--- config.mk ---
export PLATFORM = sky130hd
export DESIGN_NAME = tpw_timer_pwm
export DESIGN_NICKNAME = d
export VERILOG_FILES = /design/src/design/tpw_pkg.sv /design/src/design/tpw_timer_pwm.sv
export SDC_FILE = /design/constraint.sdc
export NUM_CORES = 1
export LEC_CHECK = 0
export ABC_AREA = 1
export ABC_CLOCK_PERIOD_IN_PS = 2000
export BUFFER_PORTS_ARGS = -buffer_cell sky130_fd_sc_hd__buf_4
export CAP_MARGIN = 25
export CORE_MARGIN = 8
export CORE_UTILIZATION = 51
export CTS_CLUSTER_SIZE = 25
export DETAILED_ROUTE_END_ITERATION = 8
export GPL_ROUTABILITY_DRIVEN = 0
export PLACE_DENSITY_LB_ADDON = 0.3
export SETUP_SLACK_MARGIN = 0.15
export SLEW_MARGIN = 20
export SYNTH_ARGS = -nofsm -noshare
export SYNTH_HDL_FRONTEND = slang
export SYNTH_SLANG_ARGS = --single-unit
--- constraint.sdc ---
create_clock -name ref_clk -period 2 [get_ports ref_clk]
set_clock_uncertainty 0.1 [all_clocks]
set_input_delay 0.1 -clock ref_clk [delete_from_list [all_inputs] [get_ports ref_clk]]
set_output_delay 0.1 -clock ref_clk [all_outputs]
set_load 0.05 [all_outputs]
--- src/design/tpw_pkg.sv ---
// Overview of operation
// - Mode select 3 or 7 runs fast single-slope.
// - Fast top is 0xFF, or compare A.
// - Fast: clear on match, set at wrap.
// - Fast: counter at top clears next tick.
// - Fast: overflow flag set at top.
// - Codes 2/3 normal/inverted; code 1 toggles A when top is compare A.
// - Pin driven only when direction is output.
// - Fast period with top 0xFF: 256 ticks.
// - Fast compare extremes: spike or constant level.
// - Fast toggle gives 50% duty, buffered compare.
// - Select 1 or 5 counts up then down.
// - Phase: clear on up-match, set on down-match.
// - Phase: top held one tick, then reverses.
// - Phase: overflow flag set at zero.
// - Phase period with top 0xFF: 510 ticks.
// - Phase compare extremes give constant levels.
// - Phase output takes up-match level at top unless compare equals top.
// - Fully synchronous; tick is only an enable.
// - Reset clears both waveform output registers.
// - Action code zero leaves pin to port.
// - Counter write blocks matches for one tick.
// - Compare equal top with high bit: ignore match.
package tpw_pkg;

  // ----------------------------------------------------------------
  // Register map
  // ----------------------------------------------------------------
  localparam logic [7:0] TPW_OFF_CTRL = 8'h00;
  localparam logic [7:0] TPW_OFF_COUNT = 8'h04;
  localparam logic [7:0] TPW_OFF_CMPA = 8'h08;
  localparam logic [7:0] TPW_OFF_CMPB = 8'h0c;
  localparam logic [7:0] TPW_OFF_FLAGS = 8'h10;
  localparam logic [7:0] TPW_OFF_PORT = 8'h14;

  // Field positions.
  localparam int TPW_CTRL_MODE_LSB = 0;
  localparam int TPW_CTRL_ACTA_LSB = 4;
  localparam int TPW_CTRL_ACTB_LSB = 6;
  localparam int TPW_FLG_OVF = 0;
  localparam int TPW_FLG_MATA = 1;
  localparam int TPW_FLG_MATB = 2;
  localparam int TPW_FLG_WAVEA = 4;
  localparam int TPW_FLG_WAVEB = 5;
  localparam int TPW_FLG_DIRUP = 6;
  localparam int TPW_PORT_DIRA = 0;
  localparam int TPW_PORT_DIRB = 1;
  localparam int TPW_PORT_DATA = 2;
  localparam int TPW_PORT_DATB = 3;

  // Mode codes and limits.
  localparam logic [2:0] TPW_MODE_PHASE_FF = 3'h1;
  localparam logic [2:0] TPW_MODE_FAST_FF = 3'h3;
  localparam logic [2:0] TPW_MODE_PHASE_A = 3'h5;
  localparam logic [2:0] TPW_MODE_FAST_A = 3'h7;
  localparam logic [7:0] TPW_MAX = 8'hff;
  localparam logic [7:0] TPW_BOTTOM = 8'h00;
  localparam logic [1:0] TPW_ACT_OFF = 2'h0;
  localparam logic [1:0] TPW_ACT_TOGGLE = 2'h1;
  localparam logic [1:0] TPW_ACT_NONINV = 2'h2;
  localparam logic [1:0] TPW_ACT_INV = 2'h3;
  localparam logic [1:0] TPW_RESP_OKAY = 2'h0;
  localparam logic [1:0] TPW_RESP_SLVERR = 2'h2;

  typedef struct packed {
    logic [1:0] actB;
    logic [1:0] actA;
    logic [2:0] mode;
  } tpw_ctrl_t;

  typedef struct packed {
    logic matB;
    logic matA;
    logic ovf;
  } tpw_flags_t;

endpackage : tpw_pkg

--- src/design/tpw_timer_pwm.sv ---
`timescale 1ns/1ps
module tpw_timer_pwm
  import tpw_pkg::*;
(
  input wire logic ref_clk,
  input wire logic srst,
  input wire logic timerTick,
  input wire logic [7:0] s_axi_awaddr,
  input wire logic s_axi_awvalid,
  output logic s_axi_awready,
  input wire logic [31:0] s_axi_wdata,
  input wire logic [3:0] s_axi_wstrb,
  input wire logic s_axi_wvalid,
  output logic s_axi_wready,
  output logic [1:0] s_axi_bresp,
  output logic s_axi_bvalid,
  input wire logic s_axi_bready,
  input wire logic [7:0] s_axi_araddr,
  input wire logic s_axi_arvalid,
  output logic s_axi_arready,
  output logic [31:0] s_axi_rdata,
  output logic [1:0] s_axi_rresp,
  output logic s_axi_rvalid,
  input wire logic s_axi_rready,
  output logic pinOutA,
  output logic pinOeA,
  output logic pinOutB,
  output logic pinOeB
);

  // ----------------------------------------------------------------
  // State
  // ----------------------------------------------------------------
  tpw_ctrl_t ctrl_reg;
  tpw_flags_t flags_reg;
  logic [7:0] count_reg;
  logic [7:0] cmpABuf_reg;
  logic [7:0] cmpBBuf_reg;
  logic [7:0] cmpAAct_reg;
  logic [7:0] cmpBAct_reg;
  logic [3:0] port_reg;
  logic waveA_reg;
  logic waveB_reg;
  logic dirUp_reg;
  logic blockMatch_reg;
  logic [7:0] awAddr_reg;
  logic [31:0] wData_reg;
  logic [3:0] wStrb_reg;
  logic awHave_reg;
  logic wHave_reg;

  // ----------------------------------------------------------------
  // Bus write path
  // ----------------------------------------------------------------
  logic doWrite;
  logic wrLane;
  logic wrCount;
  logic wrMapped;
  assign doWrite = awHave_reg && wHave_reg && !s_axi_bvalid;
  assign wrLane = doWrite && wStrb_reg[0];
  assign wrCount = wrLane && (awAddr_reg == TPW_OFF_COUNT);
  assign wrMapped = (awAddr_reg == TPW_OFF_CTRL) || (awAddr_reg == TPW_OFF_COUNT) ||
                    (awAddr_reg == TPW_OFF_CMPA) || (awAddr_reg == TPW_OFF_CMPB) ||
                    (awAddr_reg == TPW_OFF_FLAGS) || (awAddr_reg == TPW_OFF_PORT);

  // Address and data are taken in either order and held until the write is done.
  always_ff @(posedge ref_clk) begin
    if (srst) begin
      awHave_reg <= 1'b0;
      wHave_reg <= 1'b0;
      awAddr_reg <= 8'h00;
      wData_reg <= 32'h0000_0000;
      wStrb_reg <= 4'h0;
      s_axi_awready <= 1'b0;
      s_axi_wready <= 1'b0;
      s_axi_bvalid <= 1'b0;
      s_axi_bresp <= TPW_RESP_OKAY;
    end else begin
      s_axi_awready <= !awHave_reg && !s_axi_awready && !(s_axi_awvalid && s_axi_awready);
      s_axi_wready <= !wHave_reg && !s_axi_wready && !(s_axi_wvalid && s_axi_wready);
      if (s_axi_awvalid && s_axi_awready) begin
        awHave_reg <= 1'b1;
        awAddr_reg <= s_axi_awaddr;
        s_axi_awready <= 1'b0;
      end
      if (s_axi_wvalid && s_axi_wready) begin
        wHave_reg <= 1'b1;
        wData_reg <= s_axi_wdata;
        wStrb_reg <= s_axi_wstrb;
        s_axi_wready <= 1'b0;
      end
      if (doWrite) begin
        awHave_reg <= 1'b0;
        wHave_reg <= 1'b0;
        s_axi_bvalid <= 1'b1;
        s_axi_bresp <= wrMapped ? TPW_RESP_OKAY : TPW_RESP_SLVERR;
      end else if (s_axi_bvalid && s_axi_bready) begin
        s_axi_bvalid <= 1'b0;
      end
    end
  end

  // ----------------------------------------------------------------
  // Bus read path
  // ----------------------------------------------------------------
  always_ff @(posedge ref_clk) begin
    if (srst) begin
      s_axi_arready <= 1'b0;
      s_axi_rvalid <= 1'b0;
      s_axi_rdata <= 32'h0000_0000;
      s_axi_rresp <= TPW_RESP_OKAY;
    end else begin
      s_axi_arready <= !s_axi_rvalid && !s_axi_arready;
      if (s_axi_arvalid && s_axi_arready) begin
        s_axi_arready <= 1'b0;
        s_axi_rvalid <= 1'b1;
        s_axi_rresp <= TPW_RESP_OKAY;
        unique case (s_axi_araddr)
          TPW_OFF_CTRL: s_axi_rdata <= {24'h0, ctrl_reg.actB, ctrl_reg.actA, 1'b0,
                                        ctrl_reg.mode};
          TPW_OFF_COUNT: s_axi_rdata <= {24'h0, count_reg};
          TPW_OFF_CMPA: s_axi_rdata <= {24'h0, cmpABuf_reg};
          TPW_OFF_CMPB: s_axi_rdata <= {24'h0, cmpBBuf_reg};
          TPW_OFF_FLAGS: s_axi_rdata <= {25'h0, dirUp_reg, waveB_reg, waveA_reg, 1'b0,
                                         flags_reg};
          TPW_OFF_PORT: s_axi_rdata <= {28'h0, port_reg};
          default: begin
            s_axi_rdata <= 32'h0000_0000;
            s_axi_rresp <= TPW_RESP_SLVERR;
          end
        endcase
      end else if (s_axi_rvalid && s_axi_rready) begin
        s_axi_rvalid <= 1'b0;
      end
    end
  end

  // ----------------------------------------------------------------
  // Mode decode and compare
  // ----------------------------------------------------------------
  logic fastMode;
  logic phaseMode;
  logic pwmMode;
  logic [7:0] topVal;
  logic atTop;
  logic atBottom;
  logic hitA;
  logic hitB;
  logic matchA;
  logic matchB;
  logic upEdge;
  logic toggleA;
  assign fastMode = (ctrl_reg.mode == TPW_MODE_FAST_FF) ||
                    (ctrl_reg.mode == TPW_MODE_FAST_A);
  assign phaseMode = (ctrl_reg.mode == TPW_MODE_PHASE_FF) ||
                     (ctrl_reg.mode == TPW_MODE_PHASE_A);
  assign pwmMode = fastMode || phaseMode;
  assign topVal = ctrl_reg.mode[2] ? cmpAAct_reg : TPW_MAX;
  assign atTop = count_reg == topVal;
  assign atBottom = count_reg == TPW_BOTTOM;
  // The tick is only an enable; a blocked tick follows any counter write.
  assign hitA = timerTick && (count_reg == cmpAAct_reg) && !blockMatch_reg;
  assign hitB = timerTick && (count_reg == cmpBAct_reg) && !blockMatch_reg;
  // A match at top with the high action bit set is dropped; top handles it.
  assign matchA = hitA && !(pwmMode && atTop && ctrl_reg.actA[1]);
  assign matchB = hitB && !(pwmMode && atTop && ctrl_reg.actB[1]);
  // At bottom the slope turns upward, so a match there counts as up-counting.
  assign upEdge = dirUp_reg || atBottom;
  assign toggleA = ctrl_reg.mode[2] && (ctrl_reg.actA == TPW_ACT_TOGGLE);

  // ----------------------------------------------------------------
  // Control and compare registers
  // ----------------------------------------------------------------
  always_ff @(posedge ref_clk) begin
    if (srst) begin
      ctrl_reg <= '0;
      port_reg <= 4'h0;
      cmpABuf_reg <= 8'h00;
      cmpBBuf_reg <= 8'h00;
      cmpAAct_reg <= 8'h00;
      cmpBAct_reg <= 8'h00;
    end else begin
      if (wrLane && awAddr_reg == TPW_OFF_CTRL) begin
        ctrl_reg.mode <= wData_reg[TPW_CTRL_MODE_LSB +: 3];
        ctrl_reg.actA <= wData_reg[TPW_CTRL_ACTA_LSB +: 2];
        ctrl_reg.actB <= wData_reg[TPW_CTRL_ACTB_LSB +: 2];
      end
      if (wrLane && awAddr_reg == TPW_OFF_PORT) begin
        port_reg <= wData_reg[3:0];
      end
      if (wrLane && awAddr_reg == TPW_OFF_CMPA) begin
        cmpABuf_reg <= wData_reg[7:0];
      end
      if (wrLane && awAddr_reg == TPW_OFF_CMPB) begin
        cmpBBuf_reg <= wData_reg[7:0];
      end
      // Outside the waveform modes the buffers act as wires.
      if (!pwmMode || (timerTick && atTop)) begin
        cmpAAct_reg <= cmpABuf_reg;
        cmpBAct_reg <= cmpBBuf_reg;
      end
    end
  end

  // ----------------------------------------------------------------
  // Counter
  // ----------------------------------------------------------------
  always_ff @(posedge ref_clk) begin
    if (srst) begin
      count_reg <= 8'h00;
      dirUp_reg <= 1'b1;
      blockMatch_reg <= 1'b0;
    end else begin
      if (wrCount) begin
        blockMatch_reg <= 1'b1;
      end else if (timerTick) begin
        blockMatch_reg <= 1'b0;
      end
      if (wrCount) begin
        count_reg <= wData_reg[7:0];
      end else if (timerTick) begin
        if (phaseMode) begin
          // Top and bottom are each held for one tick, giving 2*top ticks a period.
          if (dirUp_reg && atTop) begin
            dirUp_reg <= 1'b0;
            count_reg <= atBottom ? TPW_BOTTOM : count_reg - 8'h01;
          end else if (!dirUp_reg && atBottom) begin
            dirUp_reg <= 1'b1;
            count_reg <= atTop ? TPW_BOTTOM : count_reg + 8'h01;
          end else begin
            count_reg <= dirUp_reg ? count_reg + 8'h01 : count_reg - 8'h01;
          end
        end else begin
          dirUp_reg <= 1'b1;
          // Fast mode clears at top; 0xFF as top gives 256 ticks a period.
          count_reg <= (fastMode && atTop) ? TPW_BOTTOM : count_reg + 8'h01;
        end
      end
    end
  end

  // ----------------------------------------------------------------
  // Flags, write one to clear; a set in the same cycle wins
  // ----------------------------------------------------------------
  tpw_flags_t flagSet;
  tpw_flags_t flagClr;
  always_comb begin
    flagSet.ovf = timerTick && (fastMode ? atTop : (phaseMode ? atBottom :
                  (count_reg == TPW_MAX)));
    flagSet.matA = hitA;
    flagSet.matB = hitB;
    flagClr = (wrLane && awAddr_reg == TPW_OFF_FLAGS) ? tpw_flags_t'(wData_reg[2:0]) : '0;
  end

  always_ff @(posedge ref_clk) begin
    if (srst) begin
      flags_reg <= '0;
    end else begin
      flags_reg <= flagSet | (flags_reg & ~flagClr);
    end
  end

  // ----------------------------------------------------------------
  // Waveform output registers
  // ----------------------------------------------------------------
  always_ff @(posedge ref_clk) begin
    if (srst) begin
      waveA_reg <= 1'b0;
    end else if (timerTick && fastMode) begin
      if (ctrl_reg.actA[1] && atTop) begin
        waveA_reg <= !ctrl_reg.actA[0];
      end else if (ctrl_reg.actA[1] && matchA) begin
        waveA_reg <= ctrl_reg.actA[0];
      end else if (toggleA && matchA) begin
        waveA_reg <= !waveA_reg;
      end
    end else if (timerTick && phaseMode) begin
      if (ctrl_reg.actA[1] && dirUp_reg && atTop) begin
        // Compare at top keeps the down level; otherwise force the up level.
        waveA_reg <= (cmpAAct_reg == topVal) ? !ctrl_reg.actA[0] : ctrl_reg.actA[0];
      end else if (ctrl_reg.actA[1] && matchA) begin
        waveA_reg <= upEdge ? ctrl_reg.actA[0] : !ctrl_reg.actA[0];
      end else if (toggleA && matchA) begin
        waveA_reg <= !waveA_reg;
      end
    end
  end

  always_ff @(posedge ref_clk) begin
    if (srst) begin
      waveB_reg <= 1'b0;
    end else if (timerTick && fastMode && ctrl_reg.actB[1]) begin
      if (atTop) begin
        waveB_reg <= !ctrl_reg.actB[0];
      end else if (matchB) begin
        waveB_reg <= ctrl_reg.actB[0];
      end
    end else if (timerTick && phaseMode && ctrl_reg.actB[1]) begin
      if (dirUp_reg && atTop) begin
        waveB_reg <= (cmpBAct_reg == topVal) ? !ctrl_reg.actB[0] : ctrl_reg.actB[0];
      end else if (matchB) begin
        waveB_reg <= upEdge ? ctrl_reg.actB[0] : !ctrl_reg.actB[0];
      end
    end
  end

  // ----------------------------------------------------------------
  // Pin drive
  // ----------------------------------------------------------------
  // The waveform only overrides the port data; the driver follows direction alone.
  logic connA;
  logic connB;
  assign connA = ctrl_reg.actA[1] || (toggleA && pwmMode);
  assign connB = ctrl_reg.actB[1];
  always_ff @(posedge ref_clk) begin
    if (srst) begin
      pinOutA <= 1'b0;
      pinOutB <= 1'b0;
      pinOeA <= 1'b0;
      pinOeB <= 1'b0;
    end else begin
      pinOutA <= connA ? waveA_reg : port_reg[TPW_PORT_DATA];
      pinOutB <= connB ? waveB_reg : port_reg[TPW_PORT_DATB];
      pinOeA <= port_reg[TPW_PORT_DIRA];
      pinOeB <= port_reg[TPW_PORT_DIRB];
    end
  end
endmodule : tpw_timer_pwm

==> impl_summary.log <==
INFO  metric top_level_ports = about 110
INFO  metric wire_length_of_the_first_global_routing_pass = roughly 25,000 microns
INFO  metric gr-usage-all-layers = around a quarter
INFO  metric unrepaired_setup_endpoints_after_global_routing = true
INFO  metric hold_viol_final = 0
INFO  metric gr-usage-met3 = under 10%
INFO  metric detailedPlacementHpwl = 11,680 microns
INFO  metric fin_crit = approximately 2.1 ns
INFO  metric layout-drive-gt1-share = between 20% and 30%
INFO  metric synth-seq-cells = 96
INFO  metric clk_pin_slew_worst_paths = about 0.11 ns
INFO  metric overall_die_area = between 0.01 and 0.015 sq mm
INFO  metric synth.distinct_cells = 45
INFO  metric port_buf_inserts = a little over 50
INFO  metric setup.worst_path.start_class = flop
INFO  metric critPathBufInv = 1
INFO  metric path_max_fanout = 8
INFO  metric avgViaCountPerCell = ~5.6
INFO  metric chipHeight = ~120 microns
INFO  metric failed_checks = negative setup slack
INFO  metric timing.critical_path.slowest_cell_delay = 0.45 ns
INFO  metric tritoncts = built
INFO  metric holdCritPathClass = in -> reg
INFO  metric ant_nets = 0
INFO  metric grt_overflow = 0
INFO  metric seq_area_frac_synth = a little under two fifths
INFO  metric antenna-diode-count = 0
INFO  metric max_cap_viol_count = 0
INFO  metric area_delta_synth_final = 26.05%
INFO  metric core = 0.01009 sq mm
INFO  metric drt-total-wl = about 17,000 microns
INFO  metric fraction_of_registers_with_async_set_or_reset_after_synthesis = 0%
INFO  metric whs = roughly 0.065 ns
INFO  metric synthDominantAreaCellType = dfxtp_1
INFO  metric num-fill-cells = ~890
INFO  metric setup_total_negative_slack = -0.1191 ns
INFO  metric finalCoreUtilization = 64.90%
INFO  metric final_nets = 892
INFO  metric globalRoute.busiestLayer = met2
INFO  metric first_global_vias = about 5,100
INFO  metric drt-pass1-iter-count = 5
INFO  metric synth_area_per_cell = 7.138 sq um
INFO  metric cts_num_sinks = 96
INFO  metric run_status = complete, but fails checks
INFO  metric num_rows = 37
INFO  metric power.leakage = ~2.8 nW
INFO  metric ir_drop = 0.4210 mV
INFO  metric floorplan.die.width = 116.9 microns
INFO  metric cts.root.buffer_cell = clkbuf_8
INFO  metric grt_util_met2 = a little under two fifths
INFO  metric timing.slew.headroom = ~63%
INFO  metric number_of_antenna_violations_at_the_first_check_in_global_routing = 0
INFO  metric worstSetupEndpointType = flop
INFO  metric max_clock_freq = 471.9 MHz
INFO  metric critPathSlowestCell = nor3_1
INFO  metric grt_max_degree = slightly below 60
INFO  metric finalCritPeriodShare = 106.0%
INFO  metric cts-buffers-inserted = 9
INFO  metric setup_viol_count_final = 1
INFO  metric worstSetupPathType = reg -> reg
INFO  metric syn-instance-count = about 730
INFO  metric cts-root-to-sink-buffers = 2
INFO  metric synth-main-ff-cell = dfxtp_1
INFO  metric dr_total_vias = ~5,500
INFO  metric worst_ep_arrival_time = 2.31 ns
INFO  metric final-max-slew-violation-count = 0
INFO  metric initial_core_util = between 50% and 60%
INFO  metric worst_ep_required_time = 2.19 ns
INFO  metric clock_latency = around 0.38 ns
INFO  metric met1_usage = 28.96%
INFO  metric count_of_unresolved_drc_violations_after_routing = 0
INFO  metric worst-slew-pin-transition = 0.5506 ns
INFO  metric synthesis.yosys.warnings = 0
INFO  metric path_cells = buf_12, nand2_2, xor2_1, nand3_1, nor3_1, nand3_1, nand2_1, a21oi_1, nor2_1, nor2_1
INFO  metric synthesis.area = 0.005196 sq mm
INFO  metric clock_tree.htree_level_count = 3
INFO  metric fin_ws = -0.1191 ns
INFO  metric synth_top_cell_area_share = between 30% and 40%
INFO  metric postLayoutCellArea = 0.006550 sq mm
INFO  metric drt_iter0_drc = 484
INFO  metric wire_per_inst = about 17 microns
INFO  metric number_of_synthesized_flops_with_an_enable_pin = 0
INFO  metric dpl-instance-area = 0.005793 sq mm
INFO  metric power_density = 613.0 mW/mm^2
INFO  metric yosys-top-cells-area = dfxtp_1 37%, nand2_1 8.0%, nor2_1 6.4%
INFO  metric cpLargestDelayFamily = simple AND/OR/NAND/NOR gates
==> cells in the final DEF (no fill, tap or decap), types with 4 or more instances in the layout <==
master / count
a21oi_1: 64
o21ai_0: 48
dfxtp_2: 12
inv_1: 57
o21ai_1: 23
nor2_4: 11
o22ai_1: 10
inv_2: 20
o221ai_1: 4
dfxtp_1: 81
nand2_2: 21
nor2_1: 77
clkbuf_8: 9
xnor2_1: 5
nand3_1: 32
dlygate4sd3_1: 20
nor2_2: 9
buf_12: 5
nand2_1: 94
conb_1: 26
a211oi_1: 17
nor3_1: 14
xor2_1: 20
nand2_4: 4
buf_4: 90
nand4_1: 7
==> Yosys cell counts (5+ instances only) <==
| library cell | count |
|---|---|
| nor2_2 | 6 |
| a21oi_1 | 65 |
| nand3_1 | 32 |
| a211oi_1 | 17 |
| xor2_1 | 20 |
| o21ai_1 | 25 |
| nand4_1 | 7 |
| nand2_2 | 8 |
| buf_4 | 31 |
| nor2_1 | 88 |
| o21ai_0 | 48 |
| inv_1 | 61 |
| inv_2 | 17 |
| dfxtp_1 | 96 |
| clkbuf_1 | 12 |
| buf_2 | 5 |
| xnor2_1 | 5 |
| o221ai_1 | 5 |
| nand2_1 | 111 |
| nor3_1 | 15 |
| o22ai_1 | 10 |
==> layer usage <==
layer | vias to the layer above | wire [microns]
li1 | 2583 | -
met2 | 300 | 7789
met1 | 2517 | 6503
met3 | 65 | 1497
met4 | 0 | 771
met5 | - | 0
==> power by group <==
| part | switching (mW) | total (mW) | internal [mW] |
|---|---|---|---|
| Combinational | 0.474 | 0.711 | 0.236 |
| Sequential | 0.0547 | 2.02 | 1.96 |
| Clock | 0.793 | 1.29 | 0.492 |
==> worst paths after layout <==
check | startpoint | end | slack (ns) | cells after the start
max | ctrl_reg[2] | waveB_reg | -0.12 | 10
min | srst | count_reg[1] | 0.06 | 2
max reg2reg | ctrl_reg[2] | waveB_reg | -0.12 | 10
min reg2reg | port_reg[0] | pinOeA | 0.35 | 2
==> metrics by stage <==
step           worst slack, ns  instances  power (mW)
6_report               -0.1191        970       4.015
5_1_grt                -0.1593        970       4.177
4_1_cts                 0.1027        959       3.983
3_5_place_dp         -0.007243        921       2.681
3_3_place_gp           0.06350        921       2.662
2_1_floorplan           0.2462        753       2.524
==> worst reg2reg max path, stage by stage, from the launching register on <==
cell,delay [ns]
dfxtp_4,0.38
buf_12,0.15
nand2_2,0.10
xor2_1,0.21
nand3_1,0.15
nor3_1,0.45
nand3_1,0.17
nand2_1,0.11
a21oi_1,0.07
nor2_1,0.10
nor2_1,0.05
==> timing repair <==
| item | 4_1_cts | 5_1_grt |
|---|---|---|
| setup buffers | 2 | 10 |
| hold buffers | 20 | 0 |
| pin swaps | 3 | 18 |
| cloned | 0 | 1 |
| setup endpoints to repair | 23 | 50 |
| resized for setup | 21 | 54 |
| hold endpoints to repair | 20 | 0 |
==> area by class of cell <==
type                            instances  area [sq um]  area share (%)
Timing Repair Buffer                  116          1001           15.28
Sequential cell                        96          1948           29.74
Multi-Input combinational cell        527          2929           44.72
Clock inverter                          7         68.82           1.051
Clock buffer                            9         123.9           1.891
Inverter                               79         309.0           4.718
Tap cell                              136         170.2           2.598
==> cell families after synthesis <==
group	after synthesis	synth area share, %
AO/OA/AOI/OAI	190	20.97
flip-flops	96	36.99
XOR/XNOR	25	4.214
other	1	0.07217
AND/OR/NAND/NOR	283	24.99
buffers and inverters	130	12.04
adder cells (fa/ha/maj)	3	0.7224
No activity file was read; power rests on OpenSTA's default activity.
